==> src/rtl/pdm_pkg.sv <==
// Operation
// - three-bit drive field per pin
// - mode 0 disables driver and input; reset
// - mode 1 digital input, driver off
// - modes 2,3 resistive one side, strong other
// - mode 4 hi-Z high, strong low
// - mode 5 strong high, hi-Z low
// - mode 6 strong both states
// - mode 7 pull-up high, pull-down low
// - bypass selects fabric data over register
// - pad level feeds pin state and fabric
// - pin state separate from output data
// - per-pin rising, falling or both edges
// - edge sets status bit, requests interrupt
// - one interrupt line per port
// - level interrupts left to fabric logic
// - port-wide and per-pin writes share storage
// - reset drive state is software programmable
// - usb pins: drive enable gives strong outputs
// - usb pins: pull enable selects pull-up/float
// - usb mode ignores usb drive bits
// - port-wide writes skip usb drive bits
// - no resistive modes in regulated output
// - mode 0 gives no digital input
package pdm_pkg;
   localparam int          NPINS       = 8;         // pins in the port
   localparam int          NUSB        = 2;         // usb capable pins
   localparam int          AW          = 8;         // register address width
   localparam int          DW          = 32;        // register data width
   // register byte offsets
   localparam logic [7:0]  ADDR_DR     = 8'h00;     // output data, port form
   localparam logic [7:0]  ADDR_PS     = 8'h04;     // pin state, read only
   localparam logic [7:0]  ADDR_DM0    = 8'h08;     // drive field bit 0, port form
   localparam logic [7:0]  ADDR_DM1    = 8'h0C;     // drive field bit 1, port form
   localparam logic [7:0]  ADDR_DM2    = 8'h10;     // drive field bit 2, port form
   localparam logic [7:0]  ADDR_BYP    = 8'h14;     // hardware bypass select
   localparam logic [7:0]  ADDR_RISE   = 8'h18;     // rising edge enable
   localparam logic [7:0]  ADDR_FALL   = 8'h1C;     // falling edge enable
   localparam logic [7:0]  ADDR_INTST  = 8'h20;     // interrupt status, write one to clear
   localparam logic [7:0]  ADDR_ROUTE  = 8'h24;     // input routed to fabric
   localparam logic [7:0]  ADDR_REGOUT = 8'h28;     // regulated output level select
   localparam logic [7:0]  ADDR_RSTDM  = 8'h2C;     // programmable port reset drive fields
   localparam logic [7:0]  ADDR_CTRL   = 8'h30;     // control, write only
   localparam logic [7:0]  ADDR_USB    = 8'h34;     // usb capable pin control
   localparam logic [7:0]  ADDR_PIN0   = 8'h40;     // first pin form register
   localparam logic [7:0]  PIN_STRIDE  = 8'h04;     // pin form spacing
   // pin form field positions
   localparam int          PF_DR       = 0;
   localparam int          PF_DM       = 1;         // three bits
   localparam int          PF_BYP      = 4;
   localparam int          PF_RISE     = 5;
   localparam int          PF_FALL     = 6;
   localparam int          PF_ROUTE    = 7;
   localparam int          PF_PS       = 8;         // read only
   // control and usb field positions
   localparam int          CTRL_RELOAD = 0;         // load drive fields from reset state
   localparam int          USB_MODE    = 0;
   localparam int          USB_DRV     = 1;         // two bits
   localparam int          USB_PULL    = 3;         // two bits
   localparam int          USB_DATA    = 5;         // two bits
   localparam int          USB_PS      = 7;         // two bits, read only
   // drive field encodings
   localparam logic [2:0]  DM_ANALOG   = 3'h0;
   localparam logic [2:0]  DM_DIGIN    = 3'h1;
   localparam logic [2:0]  DM_RES_UP   = 3'h2;
   localparam logic [2:0]  DM_RES_DN   = 3'h3;
   localparam logic [2:0]  DM_OD_LOW   = 3'h4;
   localparam logic [2:0]  DM_OD_HIGH  = 3'h5;
   localparam logic [2:0]  DM_STRONG   = 3'h6;
   localparam logic [2:0]  DM_RES_BOTH = 3'h7;
   localparam logic [2:0]  DM_RESET    = DM_ANALOG; // hard reset drive field
   localparam logic [23:0] RSTDM_RESET = 24'h000000;

   // pad driver controls for one pin
   typedef struct packed {
      logic out;                                    // level when strong drive enabled
      logic oe;                                     // strong driver on
      logic pu;                                     // resistive pull-up on
      logic pd;                                     // resistive pull-down on
   } pdm_drive_type;
endpackage

==> src/rtl/pdm_port.sv <==
`timescale 1ns/1ps
module pdm_port
(
   input  wire logic                     clock,
   input  wire logic                     rst,
   input  wire logic [pdm_pkg::AW-1:0]   reg_addr,
   input  wire logic [pdm_pkg::DW-1:0]   reg_wdata,
   input  wire logic                     reg_wr,
   input  wire logic                     reg_rd,
   output logic      [pdm_pkg::DW-1:0]   reg_rdata,
   input  wire logic [pdm_pkg::NPINS-1:0] pad_in,
   output logic      [pdm_pkg::NPINS-1:0] pad_out,
   output logic      [pdm_pkg::NPINS-1:0] pad_oe,
   output logic      [pdm_pkg::NPINS-1:0] pad_pu,
   output logic      [pdm_pkg::NPINS-1:0] pad_pd,
   input  wire logic [pdm_pkg::NPINS-1:0] fabric_out,
   output logic      [pdm_pkg::NPINS-1:0] fabric_in,
   output logic                          port_irq,
   input  wire logic [pdm_pkg::NUSB-1:0] usb_pad_in,
   output logic      [pdm_pkg::NUSB-1:0] usb_pad_out,
   output logic      [pdm_pkg::NUSB-1:0] usb_pad_oe,
   output logic      [pdm_pkg::NUSB-1:0] usb_pad_pu,
   input  wire logic [pdm_pkg::NUSB-1:0] usb_core_out,
   input  wire logic [pdm_pkg::NUSB-1:0] usb_core_oe
);
   import pdm_pkg::*;

   // decode of one drive field and data bit into pad controls
   function automatic pdm_drive_type drive_decode(input logic [2:0] m, input logic d, input logic reg_lvl);
      pdm_drive_type r;
      r = '0;
      unique case (m)
         DM_ANALOG, DM_DIGIN : r = '0;
         DM_RES_UP   : r = '{out: 1'b0, oe: ~d,   pu: d,    pd: 1'b0};
         DM_RES_DN   : r = '{out: d,    oe: d,    pu: 1'b0, pd: ~d};
         DM_OD_LOW   : r = '{out: 1'b0, oe: ~d,   pu: 1'b0, pd: 1'b0};
         DM_OD_HIGH  : r = '{out: d,    oe: d,    pu: 1'b0, pd: 1'b0};
         DM_STRONG   : r = '{out: d,    oe: 1'b1, pu: 1'b0, pd: 1'b0};
         DM_RES_BOTH : r = '{out: 1'b0, oe: 1'b0, pu: d,    pd: ~d};
      endcase
      // resistive legs are cut while the pin sits at the regulated level
      if (reg_lvl)
      begin
         r.pu = 1'b0;
         r.pd = 1'b0;
      end
      return r;
   endfunction

   // usb capable pin decode; usb mode hands the pad to the usb core
   function automatic pdm_drive_type usb_decode(input logic mode, input logic drv, input logic pull,
                                               input logic d, input logic core_d, input logic core_oe);
      pdm_drive_type r;
      r = '0;
      if (mode)
      begin
         r.oe  = core_oe;
         r.out = core_d;
      end
      else if (drv)
      begin
         r.oe  = 1'b1;
         r.out = d;
      end
      else if (!d)
         r.oe = 1'b1;
      else
         r.pu = pull;
      return r;
   endfunction

   // configuration storage; drive, data, bypass, edge and route fields shared by port form and pin form writes
   logic [NPINS-1:0][2:0] dm_r, dm_nxt;       // drive fields
   logic [NPINS-1:0]      dr_r, dr_nxt;       // output data register
   logic [NPINS-1:0]      byp_r, byp_nxt;     // hardware bypass
   logic [NPINS-1:0]      rise_r, rise_nxt;   // rising edge enable
   logic [NPINS-1:0]      fall_r, fall_nxt;   // falling edge enable
   logic [NPINS-1:0]      route_r, route_nxt; // input routed to fabric
   logic [NPINS-1:0]      regout_r;           // regulated output level
   logic [23:0]           rstdm_r;            // reset drive fields
   logic [NPINS-1:0]      intst_r, intst_nxt; // sticky interrupt status
   logic                  usb_mode_r;         // usb pins owned by usb core
   logic [NUSB-1:0]       usb_drv_r;          // usb drive enable
   logic [NUSB-1:0]       usb_pull_r;         // usb pull enable
   logic [NUSB-1:0]       usb_dat_r;          // usb output data
   // input path
   logic [NPINS-1:0]      s1_r, s2_r, s3_r;   // pad synchroniser
   logic [NPINS-1:0]      filt_r;             // agreed pad level
   logic [NPINS-1:0]      ps_r;               // pin state register
   logic [NPINS-1:0]      ps_prev_r;          // previous pin state for edges
   logic [NUSB-1:0]       u1_r, u2_r, u3_r;   // usb pad synchroniser
   logic [NUSB-1:0]       ufilt_r;            // agreed usb pad level
   // driver and bus outputs
   pdm_drive_type [NPINS-1:0] drv_r;          // registered pad controls
   pdm_drive_type [NUSB-1:0]  udrv_r;         // registered usb pad controls
   logic [DW-1:0]         rdata_r, rdata_nxt; // read data, valid one cycle after strobe
   logic [NPINS-1:0]      fab_r;              // input to fabric
   logic                  irq_r;              // port interrupt line

   // port-form write decode
   wire wr_dr     = reg_wr && (reg_addr == ADDR_DR);
   wire wr_dm0    = reg_wr && (reg_addr == ADDR_DM0);
   wire wr_dm1    = reg_wr && (reg_addr == ADDR_DM1);
   wire wr_dm2    = reg_wr && (reg_addr == ADDR_DM2);
   wire wr_byp    = reg_wr && (reg_addr == ADDR_BYP);
   wire wr_rise   = reg_wr && (reg_addr == ADDR_RISE);
   wire wr_fall   = reg_wr && (reg_addr == ADDR_FALL);
   wire wr_intst  = reg_wr && (reg_addr == ADDR_INTST);
   wire wr_route  = reg_wr && (reg_addr == ADDR_ROUTE);
   wire wr_regout = reg_wr && (reg_addr == ADDR_REGOUT);
   wire wr_rstdm  = reg_wr && (reg_addr == ADDR_RSTDM);
   wire wr_usb    = reg_wr && (reg_addr == ADDR_USB);
   wire reload    = reg_wr && (reg_addr == ADDR_CTRL) && reg_wdata[CTRL_RELOAD];

   // input gating: mode 0 kills the digital input buffer
   wire [NPINS-1:0] in_en;
   wire [NPINS-1:0] ps_nxt;
   wire [NPINS-1:0] rise_ev;
   wire [NPINS-1:0] fall_ev;
   wire [NPINS-1:0] int_set;
   wire [NPINS-1:0] out_val;
   wire [NPINS-1:0] pin_hit;
   logic [DW-1:0]   pin_rd [NPINS];

   genvar i;
   generate
      for (i = 0; i < NPINS; i++)
      begin : g_pin
         localparam logic [7:0] PADDR = ADDR_PIN0 + 8'(i) * PIN_STRIDE;
         wire pin_wr = reg_wr && (reg_addr == PADDR);
         assign pin_hit[i] = (reg_addr == PADDR);
         // pin form and port form land in the same flops; pin form wins a tie that cannot occur
         assign dr_nxt[i]    = pin_wr ? reg_wdata[PF_DR]    : wr_dr    ? reg_wdata[i] : dr_r[i];
         assign byp_nxt[i]   = pin_wr ? reg_wdata[PF_BYP]   : wr_byp   ? reg_wdata[i] : byp_r[i];
         assign rise_nxt[i]  = pin_wr ? reg_wdata[PF_RISE]  : wr_rise  ? reg_wdata[i] : rise_r[i];
         assign fall_nxt[i]  = pin_wr ? reg_wdata[PF_FALL]  : wr_fall  ? reg_wdata[i] : fall_r[i];
         assign route_nxt[i] = pin_wr ? reg_wdata[PF_ROUTE] : wr_route ? reg_wdata[i] : route_r[i];
         assign dm_nxt[i]    = reload ? rstdm_r[i*3 +: 3] :
                               pin_wr ? reg_wdata[PF_DM +: 3] :
                               {wr_dm2 ? reg_wdata[i] : dm_r[i][2],
                                wr_dm1 ? reg_wdata[i] : dm_r[i][1],
                                wr_dm0 ? reg_wdata[i] : dm_r[i][0]};
         assign in_en[i]   = (dm_r[i] != DM_ANALOG);
         assign ps_nxt[i]  = in_en[i] & filt_r[i];
         assign out_val[i] = byp_r[i] ? fabric_out[i] : dr_r[i];
         // edge compare of the pin state against its previous sample
         assign rise_ev[i] = ps_r[i] & ~ps_prev_r[i];
         assign fall_ev[i] = ~ps_r[i] & ps_prev_r[i];
         assign int_set[i] = (rise_ev[i] & rise_r[i]) | (fall_ev[i] & fall_r[i]);
         // pin form read view
         assign pin_rd[i] = DW'({ps_r[i], route_r[i], fall_r[i], rise_r[i], byp_r[i], dm_r[i], dr_r[i]});
      end
   endgenerate

   // status: a new edge wins over a clear in the same cycle
   assign intst_nxt = (intst_r & ~(wr_intst ? reg_wdata[NPINS-1:0] : '0)) | int_set;

   // read mux, selected by address; unmapped locations read zero
   logic [DW-1:0] pin_sel;
   always_comb
   begin
      pin_sel = '0;
      for (int k = 0; k < NPINS; k++)
         if (pin_hit[k])
            pin_sel = pin_rd[k];
   end
   always_comb
   begin
      unique case (reg_addr)
         ADDR_DR     : rdata_nxt = DW'(dr_r);
         ADDR_PS     : rdata_nxt = DW'(ps_r);
         ADDR_DM0    : rdata_nxt = DW'({dm_r[7][0], dm_r[6][0], dm_r[5][0], dm_r[4][0],
                                        dm_r[3][0], dm_r[2][0], dm_r[1][0], dm_r[0][0]});
         ADDR_DM1    : rdata_nxt = DW'({dm_r[7][1], dm_r[6][1], dm_r[5][1], dm_r[4][1],
                                        dm_r[3][1], dm_r[2][1], dm_r[1][1], dm_r[0][1]});
         ADDR_DM2    : rdata_nxt = DW'({dm_r[7][2], dm_r[6][2], dm_r[5][2], dm_r[4][2],
                                        dm_r[3][2], dm_r[2][2], dm_r[1][2], dm_r[0][2]});
         ADDR_BYP    : rdata_nxt = DW'(byp_r);
         ADDR_RISE   : rdata_nxt = DW'(rise_r);
         ADDR_FALL   : rdata_nxt = DW'(fall_r);
         ADDR_INTST  : rdata_nxt = DW'(intst_r);
         ADDR_ROUTE  : rdata_nxt = DW'(route_r);
         ADDR_REGOUT : rdata_nxt = DW'(regout_r);
         ADDR_RSTDM  : rdata_nxt = DW'(rstdm_r);
         ADDR_USB    : rdata_nxt = DW'({ufilt_r, usb_dat_r, usb_pull_r, usb_drv_r, usb_mode_r});
         default     : rdata_nxt = pin_sel;
      endcase
   end

   // configuration registers; port-wide drive writes never touch usb bits
   always_ff @(posedge clock or posedge rst)
   begin
      if (rst)
      begin
         dm_r    <= {NPINS{DM_RESET}};
         dr_r    <= '0;
         byp_r   <= '0;
         rise_r  <= '0;
         fall_r  <= '0;
         route_r <= '0;
         intst_r <= '0;
      end
      else
      begin
         dm_r    <= dm_nxt;
         dr_r    <= dr_nxt;
         byp_r   <= byp_nxt;
         rise_r  <= rise_nxt;
         fall_r  <= fall_nxt;
         route_r <= route_nxt;
         intst_r <= intst_nxt;
      end
   end

   // port-level options and the separate usb pin control word
   always_ff @(posedge clock or posedge rst)
   begin
      if (rst)
      begin
         regout_r   <= '0;
         rstdm_r    <= RSTDM_RESET;
         usb_mode_r <= 1'b0;
         usb_drv_r  <= '0;
         usb_pull_r <= '0;
         usb_dat_r  <= '0;
      end
      else
      begin
         if (wr_regout)
            regout_r <= reg_wdata[NPINS-1:0];
         if (wr_rstdm)
            rstdm_r <= reg_wdata[23:0];
         if (wr_usb)
         begin
            usb_mode_r <= reg_wdata[USB_MODE];
            usb_drv_r  <= reg_wdata[USB_DRV +: NUSB];
            usb_pull_r <= reg_wdata[USB_PULL +: NUSB];
            usb_dat_r  <= reg_wdata[USB_DATA +: NUSB];
         end
      end
   end

   // pad synchronisers; a level counts once stages two and three agree
   always_ff @(posedge clock or posedge rst)
   begin
      if (rst)
      begin
         {s1_r, s2_r, s3_r, filt_r} <= '0;
         {u1_r, u2_r, u3_r, ufilt_r} <= '0;
      end
      else
      begin
         s1_r <= pad_in;
         s2_r <= s1_r;
         s3_r <= s2_r;
         filt_r <= (s2_r == s3_r) ? s3_r : filt_r;
         u1_r <= usb_pad_in;
         u2_r <= u1_r;
         u3_r <= u2_r;
         ufilt_r <= (u2_r == u3_r) ? u3_r : ufilt_r;
      end
   end

   // pin state, fabric input, edge history and the single port interrupt
   always_ff @(posedge clock or posedge rst)
   begin
      if (rst)
      begin
         ps_r      <= '0;
         ps_prev_r <= '0;
         fab_r     <= '0;
         irq_r     <= 1'b0;
      end
      else
      begin
         ps_r      <= ps_nxt;
         ps_prev_r <= ps_r;
         fab_r     <= ps_nxt & route_r;
         irq_r     <= |intst_nxt;
      end
   end

   // registered pad drivers; decode is one cycle behind configuration
   always_ff @(posedge clock or posedge rst)
   begin
      if (rst)
      begin
         drv_r   <= '0;
         udrv_r  <= '0;
         rdata_r <= '0;
      end
      else
      begin
         for (int k = 0; k < NPINS; k++)
            drv_r[k] <= drive_decode(dm_r[k], out_val[k], regout_r[k]);
         for (int k = 0; k < NUSB; k++)
            udrv_r[k] <= usb_decode(usb_mode_r, usb_drv_r[k], usb_pull_r[k], usb_dat_r[k],
                                    usb_core_out[k], usb_core_oe[k]);
         rdata_r <= reg_rd ? rdata_nxt : '0;
      end
   end

   // level interrupts are not detected here; fabric logic builds them from fabric_in
   generate
      for (i = 0; i < NPINS; i++)
      begin : g_out
         assign pad_out[i] = drv_r[i].out;
         assign pad_oe[i]  = drv_r[i].oe;
         assign pad_pu[i]  = drv_r[i].pu;
         assign pad_pd[i]  = drv_r[i].pd;
      end
      for (i = 0; i < NUSB; i++)
      begin : g_usb
         assign usb_pad_out[i] = udrv_r[i].out;
         assign usb_pad_oe[i]  = udrv_r[i].oe;
         assign usb_pad_pu[i]  = udrv_r[i].pu;
      end
   endgenerate
   assign fabric_in = fab_r;
   assign port_irq  = irq_r;
   assign reg_rdata = rdata_r;

   // checks on pins 0, 1 and 5 and usb pin 0; each pin is one the tests actually exercise
   property p_mode0_off;
      @(posedge clock) disable iff (rst)
      (dm_r[0] == DM_ANALOG) |=> (!pad_oe[0] && !pad_pu[0] && !pad_pd[0] && !ps_r[0] && !fabric_in[0]);
   endproperty
   a_mode0_off: assert property (p_mode0_off) else $error("mode 0 pin not fully off");

   property p_od_low;
      @(posedge clock) disable iff (rst)
      (dm_r[0] == DM_OD_LOW) |=> (pad_oe[0] == !$past(out_val[0])) && !pad_out[0];
   endproperty
   a_od_low: assert property (p_od_low) else $error("open drain low wrong");

   property p_od_high;
      @(posedge clock) disable iff (rst)
      (dm_r[0] == DM_OD_HIGH) |=> (pad_oe[0] == $past(out_val[0])) && !pad_pu[0] && !pad_pd[0];
   endproperty
   a_od_high: assert property (p_od_high) else $error("open drain high wrong");

   property p_bypass_strong;
      @(posedge clock) disable iff (rst)
      (dm_r[5] == DM_STRONG && byp_r[5]) |=> pad_oe[5] && (pad_out[5] == $past(fabric_out[5]));
   endproperty
   a_bypass_strong: assert property (p_bypass_strong) else $error("bypass data not driven");

   property p_res_both;
      @(posedge clock) disable iff (rst)
      (dm_r[0] == DM_RES_BOTH && !regout_r[0]) |=> (pad_pu[0] == $past(out_val[0]))
                                                   && (pad_pd[0] != $past(out_val[0])) && !pad_oe[0];
   endproperty
   a_res_both: assert property (p_res_both) else $error("pull up/down mode wrong");

   property p_regulated;
      @(posedge clock) disable iff (rst)
      regout_r[0] |=> !pad_pu[0] && !pad_pd[0];
   endproperty
   a_regulated: assert property (p_regulated) else $error("pull active in regulated mode");

   property p_rise_sets;
      @(posedge clock) disable iff (rst)
      (rise_ev[1] && rise_r[1]) |=> intst_r[1] && port_irq;
   endproperty
   a_rise_sets: assert property (p_rise_sets) else $error("rising edge lost");

   property p_sticky;
      @(posedge clock) disable iff (rst)
      (intst_r[1] && !(wr_intst && reg_wdata[1])) |=> intst_r[1];
   endproperty
   a_sticky: assert property (p_sticky) else $error("status bit dropped");

   property p_usb_strong;
      @(posedge clock) disable iff (rst)
      (!usb_mode_r && usb_drv_r[0]) |=> usb_pad_oe[0] && (usb_pad_out[0] == $past(usb_dat_r[0]));
   endproperty
   a_usb_strong: assert property (p_usb_strong) else $error("usb strong drive wrong");
endmodule

==> config.mk <==
export PLATFORM = sky130hd
export DESIGN_NAME = pdm_port
export DESIGN_NICKNAME = d
export VERILOG_FILES = /design/src/rtl/pdm_pkg.sv /design/src/rtl/pdm_port.sv
export SDC_FILE = /design/constraint.sdc
export NUM_CORES = 1
export LEC_CHECK = 0
export BUFFER_PORTS_ARGS = -buffer_cell sky130_fd_sc_hd__buf_2
export CAP_MARGIN = 25
export CORE_ASPECT_RATIO = 0.7
export CORE_MARGIN = 5
export CORE_UTILIZATION = 35
export DETAILED_ROUTE_END_ITERATION = 6
export PLACE_DENSITY = 0.63
export SYNTH_ARGS = -nofsm -noshare
export SYNTH_HDL_FRONTEND = slang
export SYNTH_SLANG_ARGS = --single-unit
==> constraint.sdc <==
create_clock -name clock -period 16.1 [get_ports clock]
set_input_delay 2.415 -clock clock [delete_from_list [all_inputs] [get_ports clock]]
set_output_delay 2.415 -clock clock [all_outputs]
set_load 0.05 [all_outputs]
==> metrics.yaml, run 1 <==
run_status: "completed"
crit_family: "buffers and inverters"
critical_path_buf_inv_count: 3
drive_above_1_share: 0.238
synth_edf_count: 0
relSlewSlack: 0.316
final_common_cell: "dfrtp_1"
die_h_um: 164
clock-sinks: 238
clock.fmax_ghz: 0.194
vias_per_cell: 5.73
cpPeakStageDelay_ns: 0.83
crit_path_end_kind: "register"
die_x_um: 229
worstMarginPinSlew_ns: 1.02
mostFrequentLayoutCells: "238 x dfrtp_1, 128 x buf_2, 107 x nand2_1, 80 x mux2i_1, 66 x a21oi_1"
finClkSkew_ns: 0.0172
cts_buffers: 25
crit_fanout: 29
gp_congestion: 0.956
dp_slack_ns: 10.43
num_io_pins: 145
grt-ovfl-total: 0
detail_route.iter0.violations: 945
cts_tree: "yes"
ys.flop_type: "dfrtp_1"
cp_common_cell: "buf_4"
ys_seq_area_frac: 0.505
drcViolationCount: 0
fin_ws_ns: 10.95
cts_htree_levels: 1
first_pass_iters: 5
power.leakage_nw: 6.46
finalSetupTns_ns: 0
area_delta_synth_final_pct: 14.7
worstPathArrival_ns: 5.58
startpoint_type: "primary input"
hold_buffers: 0
ant_nets: 0
critical_path_class: "in2reg"
worst_skew_pair.late_latency_ns: 0.54
max_cap_violations: 0
irDropWorstVdd_v: 0.0000693
nNetsFinal: 1237
core_um2: 33400
rsz0062_at_grt: "false"
path_cells: "buf_2, buf_4, nand2b_1, buf_4, nor3_2, mux2i_1, o21ai_0, mux2_2"
avgSynthCellArea_um2: 10.8
min_period_ns: 5.15
slowest_stage: "nor3_2"
ys_ff_latch: 238
synth.distinct_cells: 82
wl_um: 41300
num_antenna_cells: 0
clock_path_buffers: 3
die_area_um2: 37500
track_usage: 0.216
syn_area_um2: 11800
syn_inst: 1097
grt_pass1_wl_um: 61100
min_period_over_period: 0.320
cts_resized: 0
finalPower_w: 0.00151
synthArstFlopShare: 1.00
post_cts_buffers: 0
holdCritPathClass: "reg2reg"
powerDensity_nw_per_um2: 111
setup_viol: 0
slew_violations: 0
start_util: 0.354
port_buffers: 128
path_clk_slew_ns: 0.06
first_global_vias: 9039
finalHoldViolCount: 0
grt_max_degree: 118
worstPathRequired_ns: 16.53
avgRoutedWirePerCell_um: 25.5
via_count: 9283
hpwl_um: 29000
cts_root_buf: "clkbuf_16"
rows: 56
yosys_warnings: 0
antenna_found_initial: 2
==> report_power, final <==
part           internal (W)  switching [W]
combinational     0.0000701       0.000126
sequential         0.000641      0.0000654
clock              0.000361       0.000245
total               0.00107       0.000436
==> registers in the layout (all words and copies together) (netlist names), 8 cells and up <==
register   cells
byp_r          8
dm_r          24
dr_r           8
fabric_in      8
fall_r         8
filt_r         8
intst_r        8
pad_oe         8
pad_out        8
pad_pd         8
pad_pu         8
ps_prev_r      8
ps_r           8
reg_rdata     24
regout_r       8
rise_r         8
route_r        8
rstdm_r       24
s1_r           8
s2_r           8
s3_r           8
==> per-stage QoR <==
step	hold WS, ns	util	std cells	instance area, um^2
after CTS	0.345	0.406	1620	13500
after global routing	0.354	0.406	1620	13500
after global placement	0.335	0.380	1577	12700
final	0.345	0.406	1620	13500
after floorplan	0.331	-	1104	11800
after detailed placement	0.336	0.380	1579	12700
==> worst paths after layout <==
path	startpoint	end	slack, ns	depth (start not counted)
worst max register to register	rise_r[3]	port_irq	13.99	5
worst min register to register	s1_r[6]	s2_r[6]	0.34	0
max in group asynchronous	rst	reg_rdata[5]	12.65	3
min in group asynchronous	rst	rstdm_r[0]	2.06	2
worst max-delay path	reg_addr[2]	dm_r[16]	10.95	8
worst min-delay path	s1_r[6]	s2_r[6]	0.34	0
==> final cells by class <==
cell class / count / area (um^2)
fill: 3199 / 19800
tap: 435 / 544
clock buffer: 32 / 722
sequential: 238 / 5960
multi-input combinational: 756 / 5400
timing repair buffer: 141 / 749
inverter: 9 / 41.3
clock inverter: 9 / 125
==> synth_stat cells, types with 8 or more instances <==
master	number	area, um^2
nand2b_1	9	56.3
nor4b_1	8	70.1
a31oi_1	9	56.3
mux2i_1	80	801
nand2_1	107	402
a211oi_1	10	75.1
dfrtp_1	238	5960
buf_2	23	115
and2_1	28	175
clkbuf_1	61	229
inv_1	9	33.8
xor2_1	20	175
a31o_2	8	70.1
o22ai_1	24	150
a221oi_1	11	96.3
mux2_2	59	664
o21ai_0	56	280
nor3_1	10	50.1
buf_4	14	105
nor2_1	58	218
o31a_1	9	78.8
mux4_2	9	203
nand3_1	21	105
a21oi_1	66	330
a22oi_1	19	143
and4b_1	8	80.1
==> per-layer routing <==
metal,global-route usage,share of wire
met5,0,0.00065
met4,0.0415,0.020
met3,0.0502,0.090
met2,0.317,0.42
met1,0.327,0.46
==> kinds of logic after synthesis <==
kind of cell              count (synthesis)  share of synthesized area
xor gates and xnor gates                 27                     0.0200
other                                     1                   0.000318
and+or+nand+nor                         310                      0.144
AOI/OAI and AO/OA                       262                      0.146
DFF                                     238                      0.505
buffers and inverters                   110                     0.0425
muxes                                   149                      0.142
(Power assumes the default switching activity.)
==> run 2, diff against run 1 <==
--- a/config.mk
+++ b/config.mk
@@ -5,6 +5,7 @@
 export SDC_FILE = /design/constraint.sdc
 export NUM_CORES = 1
 export LEC_CHECK = 0
+export ABC_AREA = 1
 export BUFFER_PORTS_ARGS = -buffer_cell sky130_fd_sc_hd__buf_2
 export CAP_MARGIN = 25
 export CORE_ASPECT_RATIO = 0.7
==> constraint.sdc (replaced) <==
create_clock -name clock -period 5.2 [get_ports clock]
set_input_delay 0.78 -clock clock [delete_from_list [all_inputs] [get_ports clock]]
set_output_delay 0.78 -clock clock [all_outputs]
set_load 0.05 [all_outputs]
==> metrics.yaml, run 2 <==
run_status: "finished with violations"  # was completed
violations: "design-rule violations"
nNetsFinal: 1530  # was 1237
min_period_ns: 2.82
r2r_cells: 6  # was 5
worstPathArrival_ns: 3.28  # was 5.58 ns
crit_family: "simple AND/OR/NAND/NOR gates"  # was buffers and inverters
finalSetupTns_ns: 0  # unchanged
num_io_pins: 145  # unchanged
area_delta_synth_final_pct: 16.4  # was 14.7%
critical_path_buf_inv_count: 3  # unchanged
ys.flop_type: "dfrtp_1"  # unchanged
multiInputGateArea_um2: 4660  # was 5400 um^2
syn_area_um2: 11400  # was 11800 um^2
regToRegStartpoint: "s3_r[0]"  # was rise_r[3]
power.share.clock: 0.399  # was 0.402
grt-ovfl-total: 0  # unchanged
rsz0062_at_grt: "false"  # unchanged
yosys_warnings: 0  # unchanged
relSlewSlack: 0.413  # was 0.316
yosysTopAreaCell: "dfrtp_1"  # unchanged
worst_skew_pair.late_latency_ns: 0.56  # was 0.54 ns
power.leakage_nw: 6.53  # was 6.46 nW
synth_most_common_cell: "nand2_1"  # was dfrtp_1
path_cells: "buf_2, inv_1, nand2_2, nor2_1, nand2_2, nand2_1, inv_1, nand2_1, nand2_1, o21ai_0"  # was buf_2, buf_4, nand2b_1, buf_4, nor3_2, mux2i_1, o21ai_0, mux2_2
final_common_cell: "nand2_1"  # was dfrtp_1
die_area_um2: 36300  # was 37500 um^2
irDropWorstVdd_v: 0.000231  # was 0.0000693 V
die_h_um: 161  # was 164 um
synth_commonest_cells: "276 x nand2_1, 238 x dfrtp_1, 159 x nor2_1"  # was 238 x dfrtp_1, 107 x nand2_1, 80 x mux2i_1
die_x_um: 225  # was 229 um
mostFrequentLayoutCells: "276 x nand2_1, 238 x dfrtp_1, 158 x nor2_1, 145 x nand3_1, 128 x buf_2"  # was 238 x dfrtp_1, 128 x buf_2, 107 x nand2_1, 80 x mux2i_1, 66 x a21oi_1
slowest_stage: "nand2_2"  # was nor3_2
critical_path_depth: 10  # was 8
power.switching_w: 0.00146  # was 0.000436 W
gp_congestion: 0.977  # was 0.956
holdCritPathClass: "in2async"  # was reg2reg
fill_cells: 3325  # was 3199
utilization: 0.411  # was 0.406
first_pass_iters: 7  # was 5
netSwitchingFraction: 0.302  # was 0.289
finalHoldViolCount: 0  # unchanged
worstMarginPinSlew_ns: 0.878  # was 1.02 ns
synth.area.top_cells: "dfrtp_1 52%, nand2_1 9.1%, nand3_1 6.4%"  # was dfrtp_1 50%, mux2i_1 6.8%, mux2_2 5.6%
clock-sinks: 238  # unchanged
first_global_vias: 9418  # was 9039
cts_buffers: 25  # unchanged
clock.fmax_ghz: 0.355
grt_max_degree: 64  # was 118
crit_fanout: 26  # was 29
internal_power_w: 0.00338  # was 0.00107 W
crit_path_end_kind: "register"  # unchanged
avgRoutedWirePerCell_um: 21.7  # was 25.5 um
netlist.area_leader.share: 0.523  # was 0.505
clock_path_buffers: 3  # unchanged
rows: 55  # was 56
slew_violations: 0  # unchanged
hpwl_um: 30200  # was 29000 um
synthArstFlopShare: 1.00  # unchanged
max_cap_violations: 0  # unchanged
start_util: 0.353  # was 0.354
drive_above_1_share: 0.161  # was 0.238
pwr-share-comb: 0.142  # was 0.130
cts_htree_levels: 1  # unchanged
power.share.sequential: 0.459  # was 0.468
regArea_um2: 5960  # unchanged
cts_resized: 0  # unchanged
critical_path_class: "in2reg"  # unchanged
avgSynthCellArea_um2: 8.44  # was 10.8 um^2
powerDensity_nw_per_um2: 366  # was 111 nW/um^2
post_cts_buffers: 0  # unchanged
num_antenna_cells: 0  # unchanged
path_clk_slew_ns: 0.07  # was 0.06 ns
grt_pass1_wl_um: 61100  # about the same
via_count: 10341  # was 9283
startpoint: "reg_addr[7]"  # was reg_addr[2]
hold_slack_ns: 0.228  # was 0.345 ns
hold_buffers: 0  # unchanged
synth.distinct_cells: 45  # was 82
vias_per_cell: 5.42  # was 5.73
ys_ff_latch: 238  # unchanged
dp_slack_ns: 1.98  # was 10.43 ns
core_um2: 32200  # was 33400 um^2
cpPeakStageDelay_ns: 0.49  # was 0.83 ns
ys_seq_area_frac: 0.523  # was 0.505
cts_tree: "yes"  # unchanged
track_usage: 0.222  # was 0.216
cp_common_cell: "nand2_1"  # was buf_4
startpoint_type: "primary input"  # unchanged
synth_edf_count: 0  # unchanged
ant_nets: 0  # unchanged
finClkSkew_ns: 0.0179  # was 0.0172 ns
setup_viol: 0  # unchanged
detail_route.iter0.violations: 1148  # was 945
min_period_over_period: 0.542
worstPathRequired_ns: 5.66  # was 16.53 ns
antenna_found_initial: 1  # was 2
wl_um: 41400  # was 41300 um
cts_root_buf: "clkbuf_16"  # unchanged
port_buffers: 128  # unchanged
fin_ws_ns: 2.38  # was 10.95 ns
syn_inst: 1348  # was 1097
drcViolationCount: 2  # was 0
==> run 2: cell count changes in the layout (fill, tap and decap cells not counted), sizes merged, moves of 18 or more <==
| cell | before | now |
|---|---|---|
| o221ai | 2 | 29 |
| o22ai | 25 | 1 |
| nor2 | 58 | 177 |
| and2 | 28 | 8 |
| nand2 | 107 | 291 |
| a22oi | 19 | 1 |
| inv | 9 | 129 |
| nand4 | 7 | 29 |
| mux2i | 80 | 4 |
| mux2 | 60 | 1 |
| nand3 | 23 | 149 |
==> run 2: through the flow <==
stage / power, W / std cells / area, um^2
after floorplan: 0.00267 / 1355 / 11400
after global placement: 0.00292 / 1863 / 12400
final: 0.00485 / 1909 / 13200
after global routing: 0.00505 / 1909 / 13200
after CTS: 0.00487 / 1909 / 13200
after detailed placement: 0.00293 / 1864 / 12400
==> run 2: routing by layer <==
| metal | track usage | routed length, um | vias up | part of all wire |
|---|---|---|---|---|
| li1 | - | - | 4699 | - |
| met1 | 0.339 | 18700 | 4987 | 0.45 |
| met2 | 0.302 | 16400 | 568 | 0.40 |
| met3 | 0.0775 | 5110 | 85 | 0.12 |
| met4 | 0.0498 | 1090 | 2 | 0.026 |
| met5 | 0 | 11 | - | 0.00027 |
==> run 2: power by group through the flow <==
stage	Combinational [W]	Sequential, W	Clock, W
3_5_place_dp	0.000682	0.00225	0
2_1_floorplan	0.000357	0.00232	0
3_3_place_gp	0.000674	0.00225	0
6_report	0.000687	0.00223	0.00194
4_1_cts	0.000686	0.00222	0.00197
5_1_grt	0.000747	0.00225	0.00206
==> run 2: cell families after synthesis <==
family	count (synthesis)	share of synthesized area
flops	238	0.523
compound gates	211	0.111
mux	5	0.00451
buf+inv	188	0.0698
xor+xnor	18	0.0139
other cells	1	0.000330
simple gates	687	0.277
==> run 2: layout make-up <==
cell class	count	share of cell area
well taps	427	0.0403
flip-flops and latches	238	0.450
clock buffers	35	0.0538
clock inverters	10	0.0127
multi-input cells	929	0.352
repair buffers	138	0.0540
inverters	132	0.0379
==> run 2: final timing paths <==
kind,end,slack [ns]
min in group clock,s1_r[0],0.34
max in group asynchronous,reg_rdata[15],3.82
setup reg to reg,filt_r[5],3.43
hold / removal,ps_prev_r[1],0.23
hold reg to reg,s2_r[3],0.35
setup / recovery,dm_r[22],2.38
